<file path="src/addr_gen_pkg.sv">
/*
 Constants, types and shared arithmetic for the operand and jump address generator.
 Assumes an 8-bit data path and a 15-bit program address.
*/
`default_nettype none

package addr_gen_pkg;

   // ----------------------------------------------------------------
   // Widths and constants
   // ----------------------------------------------------------------
   localparam int PC_W = 15;
   localparam int DATA_W = 8;
   localparam int NIBBLE_W = 4;
   localparam int DIST_W = 6;
   localparam int ABS_W = 12;
   localparam int PAGE_LO = 8;

   localparam logic [14:0] PC_RESET = 15'h0000;
   localparam logic [14:0] PC_ONE = 15'h0001;
   localparam logic [7:0] PTR_RESET = 8'h00;
   localparam logic [7:0] PTR_STEP = 8'h01;
   localparam logic [7:0] BYTE_ZERO = 8'h00;
   localparam logic [3:0] NIBBLE_ZERO = 4'h0;
   localparam logic [5:0] DIST_POS_MAX = 6'h20;
   localparam logic [8:0] DIST_NEG_EXT = 9'h1FF;
   localparam logic [8:0] DIST_POS_EXT = 9'h000;
   localparam logic [6:0] DIST_SPAN = 7'h40;

   // ----------------------------------------------------------------
   // Enumerations
   // ----------------------------------------------------------------
   typedef enum logic [3:0] {
      MODE_STEP,
      MODE_DIRECT,
      MODE_INDIRECT,
      MODE_POST_ADJUST,
      MODE_IMMEDIATE,
      MODE_SHORT_LOAD,
      MODE_TABLE_LOAD,
      MODE_JUMP_REL,
      MODE_JUMP_ABS,
      MODE_JUMP_LONG,
      MODE_JUMP_TABLE,
      MODE_VECTOR
   } op_mode_t;

   typedef enum logic [2:0] {
      USE_IMM,
      USE_TABLE,
      USE_JUMP_TABLE,
      USE_VEC_HI,
      USE_VEC_LO
   } rd_use_t;

   typedef enum logic [1:0] {
      ST_IDLE,
      ST_RD_ISSUED,
      ST_RD_DATA
   } state_t;

   // ----------------------------------------------------------------
   // Relative distance
   // ----------------------------------------------------------------
   // Field codes 0 to 32 are forward, 33 to 63 are -31 to -1.
   function automatic logic [14:0] rel_distance(input logic [5:0] field);
      if (field > DIST_POS_MAX) begin
         rel_distance = {DIST_NEG_EXT, field};
      end else begin
         rel_distance = {DIST_POS_EXT, field};
      end
   endfunction : rel_distance

endpackage : addr_gen_pkg

`default_nettype wire

</file>
<file path="src/addr_gen_if.sv">
/*
 Internal carrier between the address generator core, its pointer pair and its jump target unit.
 Assumes all three parties run on the same core clock.
*/
`timescale 1ns/1ps
`default_nettype none

interface addr_gen_if;
   logic ptr_load;
   logic ptr_load_sel;
   logic [7:0] ptr_load_value;
   logic ptr_adj;
   logic ptr_adj_sel;
   logic ptr_adj_dec;
   logic [7:0] ptr_first;
   logic [7:0] ptr_second;
   addr_gen_pkg::op_mode_t tgt_mode;
   logic [14:0] tgt_pc;
   logic [14:0] tgt_field;
   logic [14:0] tgt_next;

   modport core (
      output ptr_load, ptr_load_sel, ptr_load_value, ptr_adj, ptr_adj_sel, ptr_adj_dec,
      input ptr_first, ptr_second,
      output tgt_mode, tgt_pc, tgt_field,
      input tgt_next
   );

   modport ptr (
      input ptr_load, ptr_load_sel, ptr_load_value, ptr_adj, ptr_adj_sel, ptr_adj_dec,
      output ptr_first, ptr_second
   );

   modport tgt (
      input tgt_mode, tgt_pc, tgt_field,
      output tgt_next
   );
endinterface : addr_gen_if

`default_nettype wire

</file>
<file path="src/pointer_pair.sv">
/*
 The two data memory pointer registers with load and post-adjust.
 Assumes load and adjust requests are one-cycle pulses from the core.
*/
`timescale 1ns/1ps
`default_nettype none

module pointer_pair #(
   parameter int PTR_W = 8
) (
   input wire logic core_clk,
   input wire logic rst,
   addr_gen_if.ptr bus
);

   if (PTR_W != addr_gen_pkg::DATA_W) begin : g_bad_width
      $error("Pointer width must equal the data width.");
   end

   // Wraps modulo 256 and touches no flag.
   function automatic logic [7:0] step(input logic [7:0] value, input logic dec);
      if (dec) begin
         step = 8'(value - addr_gen_pkg::PTR_STEP);
      end else begin
         step = 8'(value + addr_gen_pkg::PTR_STEP);
      end
   endfunction : step

   always_ff @(posedge core_clk) begin
      if (rst) begin
         bus.ptr_first <= addr_gen_pkg::PTR_RESET;
      end else if (bus.ptr_load && !bus.ptr_load_sel) begin
         bus.ptr_first <= bus.ptr_load_value;
      end else if (bus.ptr_adj && !bus.ptr_adj_sel) begin
         bus.ptr_first <= step(bus.ptr_first, bus.ptr_adj_dec);
      end
   end

   always_ff @(posedge core_clk) begin
      if (rst) begin
         bus.ptr_second <= addr_gen_pkg::PTR_RESET;
      end else if (bus.ptr_load && bus.ptr_load_sel) begin
         bus.ptr_second <= bus.ptr_load_value;
      end else if (bus.ptr_adj && bus.ptr_adj_sel) begin
         bus.ptr_second <= step(bus.ptr_second, bus.ptr_adj_dec);
      end
   end

endmodule : pointer_pair

`default_nettype wire

</file>
<file path="src/jump_target.sv">
/*
 Combinational new program counter for relative, absolute and long jumps.
 Assumes the core registers the result.
*/
`timescale 1ns/1ps
`default_nettype none

module jump_target (
   addr_gen_if.tgt bus
);

   always_comb begin
      case (bus.tgt_mode)
         addr_gen_pkg::MODE_JUMP_REL: begin
            // Sum wraps inside the 15-bit program space.
            bus.tgt_next = 15'(bus.tgt_pc
               + addr_gen_pkg::rel_distance(bus.tgt_field[5:0]));
         end
         addr_gen_pkg::MODE_JUMP_ABS: begin
            bus.tgt_next = {bus.tgt_pc[14:12], bus.tgt_field[11:0]};
         end
         addr_gen_pkg::MODE_JUMP_LONG: begin
            bus.tgt_next = bus.tgt_field;
         end
         default: begin
            bus.tgt_next = bus.tgt_pc;
         end
      endcase
   end

endmodule : jump_target

`default_nettype wire

</file>
<file path="src/operand_and_jump_address_gen.sv">
/*
 Operand and jump address generator of an 8-bit core: data and program memory addresses,
 the two data pointers and the program counter.
 Assumes program memory returns read data in the cycle after the one in which pmem_req is high.
*/
`timescale 1ns/1ps
`default_nettype none

module operand_and_jump_address_gen (
   input wire logic core_clk,
   input wire logic rst,
   input wire logic op_valid,
   output logic op_ready,
   input wire addr_gen_pkg::op_mode_t op_mode,
   input wire logic op_ptr_sel,
   input wire logic op_post_dec,
   input wire logic [1:0] op_len,
   input wire logic [14:0] op_field,
   input wire logic [7:0] accum,
   output logic dmem_req,
   output logic [7:0] dmem_addr,
   output logic pmem_req,
   output logic [14:0] pmem_addr,
   input wire logic [7:0] pmem_rdata,
   output logic operand_valid,
   output logic [7:0] operand_data,
   output logic accum_load,
   output logic [7:0] accum_data,
   output logic [7:0] pc_upper_byte,
   output logic [7:0] pc_lower_byte,
   output logic [7:0] ptr_first,
   output logic [7:0] ptr_second
);

   // ----------------------------------------------------------------
   // Declarations and sub-units
   // ----------------------------------------------------------------
   addr_gen_if link();

   addr_gen_pkg::state_t state;
   addr_gen_pkg::rd_use_t rd_use;
   logic [14:0] pc;
   logic [7:0] vec_hi;
   logic accept;
   logic [7:0] sel_ptr_val;
   logic [14:0] table_addr;
   logic [7:0] direct_byte;

   localparam int PC_LO_POS = addr_gen_pkg::PAGE_LO;

   pointer_pair #(
      .PTR_W(addr_gen_pkg::DATA_W)
   ) u_pointers (
      .core_clk(core_clk),
      .rst(rst),
      .bus(link)
   );

   jump_target u_target (
      .bus(link)
   );

   // ----------------------------------------------------------------
   // Handshake and request decode
   // ----------------------------------------------------------------
   // A new operation is taken only while no program memory read is in flight.
   assign op_ready = (state == addr_gen_pkg::ST_IDLE);
   assign accept = op_valid && op_ready;

   assign sel_ptr_val = op_ptr_sel ? link.ptr_second : link.ptr_first;
   // The accumulator stands in for the PC low byte only on the address lines; the PC
   // register itself never takes the accumulator, so its low byte needs no restore step.
   assign table_addr = {pc[14:PC_LO_POS], accum};
   assign direct_byte = op_field[7:0];

   always_comb begin
      link.ptr_load = accept && (op_mode == addr_gen_pkg::MODE_SHORT_LOAD);
      link.ptr_load_sel = 1'b0;
      link.ptr_load_value = {addr_gen_pkg::NIBBLE_ZERO, op_field[3:0]};
      link.ptr_adj = accept && (op_mode == addr_gen_pkg::MODE_POST_ADJUST);
      link.ptr_adj_sel = op_ptr_sel;
      link.ptr_adj_dec = op_post_dec;
      link.tgt_mode = op_mode;
      link.tgt_pc = pc;
      link.tgt_field = op_field;
   end

   assign ptr_first = link.ptr_first;
   assign ptr_second = link.ptr_second;

   // ----------------------------------------------------------------
   // Data memory address
   // ----------------------------------------------------------------
   always_ff @(posedge core_clk) begin
      if (rst) begin
         dmem_req <= 1'b0;
         dmem_addr <= addr_gen_pkg::BYTE_ZERO;
      end else begin
         dmem_req <= 1'b0;
         if (accept) begin
            if (op_mode == addr_gen_pkg::MODE_DIRECT) begin
               dmem_req <= 1'b1;
               dmem_addr <= direct_byte;
            end else if (op_mode == addr_gen_pkg::MODE_INDIRECT
                         || op_mode == addr_gen_pkg::MODE_POST_ADJUST) begin
               dmem_req <= 1'b1;
               // Old pointer value; in MODE_POST_ADJUST the pointer steps on this same edge.
               dmem_addr <= sel_ptr_val;
            end
         end
      end
   end

   // ----------------------------------------------------------------
   // Program memory reads
   // ----------------------------------------------------------------
   always_ff @(posedge core_clk) begin
      if (rst) begin
         pmem_req <= 1'b0;
         pmem_addr <= addr_gen_pkg::PC_RESET;
      end else begin
         pmem_req <= 1'b0;
         if (accept) begin
            case (op_mode)
               addr_gen_pkg::MODE_IMMEDIATE: begin
                  pmem_req <= 1'b1;
                  pmem_addr <= 15'(pc + addr_gen_pkg::PC_ONE);
               end
               addr_gen_pkg::MODE_TABLE_LOAD, addr_gen_pkg::MODE_JUMP_TABLE: begin
                  pmem_req <= 1'b1;
                  pmem_addr <= table_addr;
               end
               addr_gen_pkg::MODE_VECTOR: begin
                  pmem_req <= 1'b1;
                  pmem_addr <= op_field;
               end
               default: begin
                  pmem_req <= 1'b0;
               end
            endcase
         end else if (state == addr_gen_pkg::ST_RD_DATA && rd_use == addr_gen_pkg::USE_VEC_HI) begin
            pmem_req <= 1'b1;
            pmem_addr <= 15'(pmem_addr + addr_gen_pkg::PC_ONE);
         end
      end
   end

   // ----------------------------------------------------------------
   // Read sequencer
   // ----------------------------------------------------------------
   always_ff @(posedge core_clk) begin
      if (rst) begin
         state <= addr_gen_pkg::ST_IDLE;
         rd_use <= addr_gen_pkg::USE_IMM;
      end else begin
         case (state)
            addr_gen_pkg::ST_IDLE: begin
               if (accept) begin
                  if (op_mode == addr_gen_pkg::MODE_IMMEDIATE) begin
                     state <= addr_gen_pkg::ST_RD_ISSUED;
                     rd_use <= addr_gen_pkg::USE_IMM;
                  end else if (op_mode == addr_gen_pkg::MODE_TABLE_LOAD) begin
                     state <= addr_gen_pkg::ST_RD_ISSUED;
                     rd_use <= addr_gen_pkg::USE_TABLE;
                  end else if (op_mode == addr_gen_pkg::MODE_JUMP_TABLE) begin
                     state <= addr_gen_pkg::ST_RD_ISSUED;
                     rd_use <= addr_gen_pkg::USE_JUMP_TABLE;
                  end else if (op_mode == addr_gen_pkg::MODE_VECTOR) begin
                     state <= addr_gen_pkg::ST_RD_ISSUED;
                     rd_use <= addr_gen_pkg::USE_VEC_HI;
                  end
               end
            end
            addr_gen_pkg::ST_RD_ISSUED: begin
               state <= addr_gen_pkg::ST_RD_DATA;
            end
            addr_gen_pkg::ST_RD_DATA: begin
               if (rd_use == addr_gen_pkg::USE_VEC_HI) begin
                  state <= addr_gen_pkg::ST_RD_ISSUED;
                  rd_use <= addr_gen_pkg::USE_VEC_LO;
               end else begin
                  state <= addr_gen_pkg::ST_IDLE;
               end
            end
            default: begin
               state <= addr_gen_pkg::ST_IDLE;
            end
         endcase
      end
   end

   // ----------------------------------------------------------------
   // Read results
   // ----------------------------------------------------------------
   always_ff @(posedge core_clk) begin
      if (rst) begin
         operand_valid <= 1'b0;
         operand_data <= addr_gen_pkg::BYTE_ZERO;
         accum_load <= 1'b0;
         accum_data <= addr_gen_pkg::BYTE_ZERO;
      end else begin
         operand_valid <= 1'b0;
         accum_load <= 1'b0;
         if (state == addr_gen_pkg::ST_RD_DATA) begin
            if (rd_use == addr_gen_pkg::USE_IMM) begin
               operand_valid <= 1'b1;
               operand_data <= pmem_rdata;
            end else if (rd_use == addr_gen_pkg::USE_TABLE) begin
               accum_load <= 1'b1;
               accum_data <= pmem_rdata;
            end
         end
      end
   end

   always_ff @(posedge core_clk) begin
      if (rst) begin
         vec_hi <= addr_gen_pkg::BYTE_ZERO;
      end else if (state == addr_gen_pkg::ST_RD_DATA && rd_use == addr_gen_pkg::USE_VEC_HI) begin
         vec_hi <= pmem_rdata;
      end
   end

   // ----------------------------------------------------------------
   // Program counter
   // ----------------------------------------------------------------
   always_ff @(posedge core_clk) begin
      if (rst) begin
         pc <= addr_gen_pkg::PC_RESET;
      end else if (accept) begin
         case (op_mode)
            addr_gen_pkg::MODE_JUMP_REL, addr_gen_pkg::MODE_JUMP_ABS,
            addr_gen_pkg::MODE_JUMP_LONG: begin
               pc <= link.tgt_next;
            end
            addr_gen_pkg::MODE_JUMP_TABLE, addr_gen_pkg::MODE_VECTOR: begin
               pc <= pc;
            end
            default: begin
               pc <= 15'(pc + 15'(op_len));
            end
         endcase
      end else if (state == addr_gen_pkg::ST_RD_DATA) begin
         if (rd_use == addr_gen_pkg::USE_JUMP_TABLE) begin
            pc[7:0] <= pmem_rdata;
         end else if (rd_use == addr_gen_pkg::USE_VEC_LO) begin
            pc <= {vec_hi[6:0], pmem_rdata};
         end
      end
   end

   // The unused top bit of the upper byte always reads zero.
   assign pc_upper_byte = {1'b0, pc[14:PC_LO_POS]};
   assign pc_lower_byte = pc[7:0];

   logic [14:0] rel_expect;
   assign rel_expect = (op_field[5:0] > addr_gen_pkg::DIST_POS_MAX)
      ? 15'(pc - 15'(addr_gen_pkg::DIST_SPAN - 7'(op_field[5:0])))
      : 15'(pc + 15'(op_field[5:0]));
endmodule : operand_and_jump_address_gen

`default_nettype wire

</file>
<file path="config.mk">
export PLATFORM = sky130hd
export DESIGN_NAME = operand_and_jump_address_gen
export DESIGN_NICKNAME = d
export VERILOG_FILES = /design/src/addr_gen_pkg.sv /design/src/addr_gen_if.sv /design/src/pointer_pair.sv /design/src/jump_target.sv /design/src/operand_and_jump_address_gen.sv
export SDC_FILE = /design/constraint.sdc
export NUM_CORES = 1
export LEC_CHECK = 0
export ABC_AREA = 0
export BUFFER_PORTS_ARGS = -buffer_cell sky130_fd_sc_hd__buf_2
export CORE_ASPECT_RATIO = 1.75
export CORE_UTILIZATION = 57
export DETAILED_ROUTE_END_ITERATION = 8
export GPL_TIMING_DRIVEN = 0
export PLACE_DENSITY = 0.85
export SYNTH_ARGS = -nofsm -noshare
export SYNTH_HDL_FRONTEND = slang
export SYNTH_SLANG_ARGS = --single-unit
</file>
<file path="constraint.sdc">
create_clock -name core_clk -period 3.4 [get_ports core_clk]
set_clock_uncertainty 0.2 [all_clocks]
set_input_delay 0.17 -clock core_clk [delete_from_list [all_inputs] [get_ports core_clk]]
set_output_delay 0.17 -clock core_clk [all_outputs]
set_load 0.005 [all_outputs]
</file>
* Word level (Yosys, flattened, before mapping)
Cells that the tools add are included.
** Storage, ports and cells
- Register bits :: 86
- Latch bits :: 0
- Memory bits (writable) :: 0
- Memory bits (read-only) :: 0
- Input port bits :: 42
- Output and inout bits :: 76
- Memories kept :: 0
** Cells by class
- Add/subtract/negate cells :: 8
- Multiply operators :: 0
- Divide/modulo/power cells :: 0
- $lt $le $gt $ge :: 1
- Equal/unequal tests :: 26
- Shift operators :: 0
- Muxes and demuxes :: 40
- Bitwise operators :: 3
- Reduce and logical (&&, ||, !) cells :: 34
** Operators with widths (count)
- $mux 15 :: 7
- $pmux 15 s3 :: 2
- $mux 8 :: 6
- $add 15x1->15 const B :: 2
- $pmux 15 s2 :: 1
- $mux 3 :: 6
- $add 8x1->8 const B :: 2
- $eq 4x3->1 const B :: 4
- $eq 4x4->1 const B :: 4
- $sub 8x1->8 const B :: 2
- $add 15x15->15 :: 1
- $add 15x2->15 :: 1
- $reduce_bool 2->1 :: 6
- $mux 2 :: 5
- $reduce_or 2->1 :: 5
- $eq 4x2->1 const B :: 2
- $mux 1 :: 8
- $mux 4 :: 2
- $reduce_and 2->1 :: 4
- $reduce_and 4->1 :: 2
- $mux 7 :: 1
- $eq 3x2->1 const B :: 2
- $gt 6x6->1 const B :: 1
- $logic_and 1x1->1 :: 6
- 25 further kinds :: 30

* Depth between registers and ports, before layout
- Word-level depth :: 7
- Mapped depth :: 11

* Modules after synthesis
From an unflattened synthesis, not the netlist that was laid out.
** Unflattened totals
- Cell total of the unflattened synthesis :: 828
- Area total of the unflattened synthesis :: 6542.5 µm²
** Modules (own cells, without submodules)
- operand_and_jump_address_gen :: instances 1, cells an instance 524, area an instance 4264.1 µm², sequential area each 1401.3 µm²
- pointer_pair :: instances 1, cells an instance 176, area an instance 1337.5 µm², sequential area each 320.3 µm²
- jump_target :: instances 1, cells an instance 128, area an instance 940.9 µm², sequential area each 0.0 µm²

* Worst setup path after synthesis
No wires, ideal clock.
- Path type :: input-to-reg
- Start :: input port op_field[2]
- End :: register pc[14], in the netlist link.tgt_pc[14]
- Library setup time :: 0.122 ns
- Arrival time :: 2.604 ns
- Slack :: 0.474 ns
- Stages on the path :: 11
- Buffers on the path :: 1
- Path through :: or4_1 o21ai_0 inv_1 ha_1 clkbuf_1 o211ai_1 a211oi_1 o21ai_0 and4_1 nor4_1 nor2_1
** On the way
- Word-level cells in the longest chain between the ends :: 7
** Ends and longest elaborated chain
- start, declared :: line operand_and_jump_address_gen.sv:18 : input wire logic [14:0] op_field,
- $gt 6x6->1
- $mux 15 (*) :: line addr_gen_pkg.sv:67 : if (field > DIST_POS_MAX) begin
- $mux 15 (*) :: line jump_target.sv:13 : case (bus.tgt_mode)
- $add 15x15->15 (*) :: line jump_target.sv:17 : + addr_gen_pkg::rel_distance(bus.tgt_field[5:0]));
- $pmux 15 s3 (*) :: line jump_target.sv:13
- $pmux 15 s2 (*) :: line operand_and_jump_address_gen.sv:231 : case (op_mode)
- $mux 15 (*) :: line operand_and_jump_address_gen.sv:230 : end else if (accept) begin
- end signal, assigned :: line operand_and_jump_address_gen.sv:229 : pc <= addr_gen_pkg::PC_RESET;
- end signal, assigned :: line operand_and_jump_address_gen.sv:234 : pc <= link.tgt_next;
- end signal, assigned :: line operand_and_jump_address_gen.sv:237 : pc <= pc;
- end, declared :: line operand_and_jump_address_gen.sv:42 : logic [14:0] pc;
Every way passes the cells marked *; elsewhere a longest branch is shown, timed or not. The select of a mux whose other input is x is not followed.
A chain may end at the register's enable or synchronous reset.

* Final worst setup path
Ends and elaborated chain as after synthesis.

==> metrics.yaml <==
cts_setup_buffers: 0
cp.required_ps: 3440
netlist_area_mm2: 0.00627
drv_slew: 0
fmax_ghz: 0.319
dp_hpwl_um: 17400
cts_buffers: 9
viasPerCell: 6.75
ys_ff_latch: 86
portBuffers: 115
cts_max_level: 3
max_slew.worst_pin.slew_ps: 1040
rows: 50
insertion_delay_ps: 350
synthTopCellsByArea: "dfxtp_1 (27%), a21oi_1 (6.0%), ha_1 (6.0%), nor2_1 (5.7%), nand2_1 (5.1%)"
ant_nets: 0
finalCritPeriodShare: 0.922
wirelength_um: 23900
peakVddDrop_v: 0.000310
async_reset_ff_frac: 0
internal_power_w: 0.00175
cts_sinks: 86
setup_viol: 0
power_density_mw_per_mm2: 355
p_sw_w: 0.000892
start_util: 0.586
ys.flop_type: "dfxtp_1"
min_period_ps: 3130
drt_iter0_markers: 892
antenna_found_initial: 0
vias: 7411
design_area_mm2: 0.00743
synth_top_area_cell: "dfxtp_1"
nets: 1039
reg2reg_slack_ps: 450
root_buffer: "clkbuf_16"
drive_gt1_frac: 0.175
die_height_um: 141
crit_arrival_ps: 3170
fin_ws_ps: 266
synth_fp_nets: 903
yosysSeqAreaShare: 0.274
coreArea_mm2: 0.0107
grt_setup_unrepaired: "no"
yosys_warnings: 0
drcViolationCount: 2
cpPeakStageDelay_ps: 580
crit_chain: "buf_2 -> or4_1 -> o21ai_4 -> inv_1 -> ha_1 -> a21oi_1 -> o211ai_1 -> a311oi_1 -> a211oi_1 -> nor4_1 -> nor2_1"
gp_congestion: 1.03
ioPinCount: 118
min_path_type: "primary input to flip-flop"
clock_path_buffers: 2
grt_use_total: 0.428
finish.utilization: 0.695
place_area_mm2: 0.00701
criticalPathCategory: "primary input to flip-flop"
synth_edf_count: 0
maxCapViolCount: 0
layout-area-overhead-vs-synth_pct: 18.5
wl_per_cell_um: 21.8
swShare: 0.338
cts.clk_slew.worst_paths_ps: 70
die_w_um: 81.3
power_w: 0.00264
hold_viol: 0
synth_cell_types: 85
synth_cells: 827
crit_slowest_cell: "or4_1"
crit_path_max_fanout: 8
leakagePower_nw: 3.00
power_frac_seq: 0.402
drt_pass1_iterations: 8
antenna_cells: 0
grt_max_degree: 19
outcome: "complete, but fails checks"
critPathLaunchType: "primary input"
p_clk_frac: 0.386
violations: "DRC"
syn_area_per_cell_um2: 7.58
grt.overflow.total: 0
grt_pass1_vias: 6878
crit_path_end_kind: "flip-flop"
fill_cells: 934
dieArea_mm2: 0.0114
grt_pass1_wl_um: 36400
pwr-share-comb: 0.212
cts_tree: "done"
slew_headroom: 0.302
preCtsSetupSlack_ps: -495
yosysTopAreaCellShare: 0.274
-- critical path, delay by kind of cell --
kind | cells | cell delay, ps
fa+ha+maj | 1 | 410
simple gates | 3 | 910
compound gates | 5 | 1330
buf+inv | 2 | 360
-- stage by stage --
step	hold WS [ps]	TNS, ps	std cells
after floorplan	106	0	827
after global placement	237	-2170	1072
after detailed placement	244	-2480	1072
after CTS	72.0	0	1098
after global routing	79.3	0	1098
final	86.8	0	1098
-- power groups by stage --
stage | clock network, W | registers, W | logic (W)
2_1_floorplan | 0 | 0.00108 | 0.000331
3_3_place_gp | 0 | 0.00108 | 0.000511
5_1_grt | 0.00104 | 0.00106 | 0.000599
3_5_place_dp | 0 | 0.00108 | 0.000517
6_report | 0.00102 | 0.00106 | 0.000560
4_1_cts | 0.00101 | 0.00106 | 0.000529
-- Yosys cell counts (8+ instances only) --
cell type and number:
a211oi_1 16, a21oi_1 75, a221oi_1 17, a31oi_1 8
and3_1 10, buf_2 17, clkbuf_1 34, dfxtp_1 86
ha_1 30, inv_1 22, mux2i_1 22, nand2_1 85
nand3_1 41, nor2_1 95, nor2b_1 9, nor3_1 25
o211ai_1 11, o21ai_0 47, xnor2_1 23, xor2_1 9
-- cell type report --
cell class / count / area, um^2 / area share
timing repair buffer: 125 / 676 / 0.0909
buffer: 58 / 260 / 0.0350
inverter: 23 / 86.3 / 0.0116
multi-input combinational: 660 / 4230 / 0.569
tap: 130 / 163 / 0.0219
clock inverter: 7 / 73.8 / 0.00993
clock buffer: 9 / 225 / 0.0303
sequential: 86 / 1720 / 0.232
-- final timing paths --
path / from / cells after the start / endpoint
hold reg to reg: vec_hi[0]$_SDFFE_PP0P_ / 2 / vec_hi[0]$_SDFFE_PP0P_
setup reg to reg: link.tgt_pc[5]$_SDFFE_PP0P_ / 7 / pmem_addr[6]$_SDFFE_PP0P_
hold / removal: op_field[2] / 3 / u_pointers.bus.ptr_first[2]$_SDFFE_PP0P_
setup / recovery: op_field[2] / 11 / link.tgt_pc[14]$_SDFFE_PP0P_
-- sequential cells by signal (all words and copies together), names as in the netlist --
signal                     flops
u_pointers.bus.ptr_second      8
u_pointers.bus.ptr_first       8
accum_data                     8
operand_valid                  1
pmem_req                       1
dmem_req                       1
vec_hi                         7
link.tgt_pc                   15
rd_use                         3
dmem_addr                      8
state                          2
accum_load                     1
operand_data                   8
pmem_addr                     15
-- layer usage --
layer / vias to the layer above / global-route usage / routed length (um)
li1: 3336 / - / -
met1: 3422 / 0.447 / 8220
met2: 478 / 0.679 / 11100
met3: 175 / 0.125 / 2240
met4: 0 / 0.372 / 2340
met5: - / 0 / 0
-- repair_timing --
| action | 4_1_cts | 5_1_grt |
|---|---|---|
| cloned | 0 | 0 |
| hold buffers | 10 | 0 |
| resized for setup | 1 | 7 |
| hold endpoints to repair | 26 | 0 |
| setup endpoints to repair | 3 | 7 |
-- cells in the final DEF (no fill, tap or decap), types with 23 or more instances in the layout --
cell type,n
nand2_1,85
buf_2,132
xnor2_1,23
dfxtp_1,86
nand3_1,41
ha_1,30
clkbuf_1,33
a21oi_1,74
nor2_1,95
nor3_1,25
o21ai_0,45
-- cells by family (layout without fill, tap and decap cells) --
| kind of cell | after synthesis | after routing | share of synthesized area |
|---|---|---|---|
| xor+xnor | 32 | 32 | 0.0447 |
| buf+inv | 81 | 222 | 0.0551 |
| fa+ha+maj | 34 | 34 | 0.0726 |
| simple gates | 323 | 323 | 0.251 |
| flops | 86 | 86 | 0.274 |
| mux | 23 | 23 | 0.0369 |
| other cells | 1 | 1 | 0.000598 |
| compound gates | 247 | 247 | 0.265 |
Note: power is estimated with default switching activity, not from simulation.
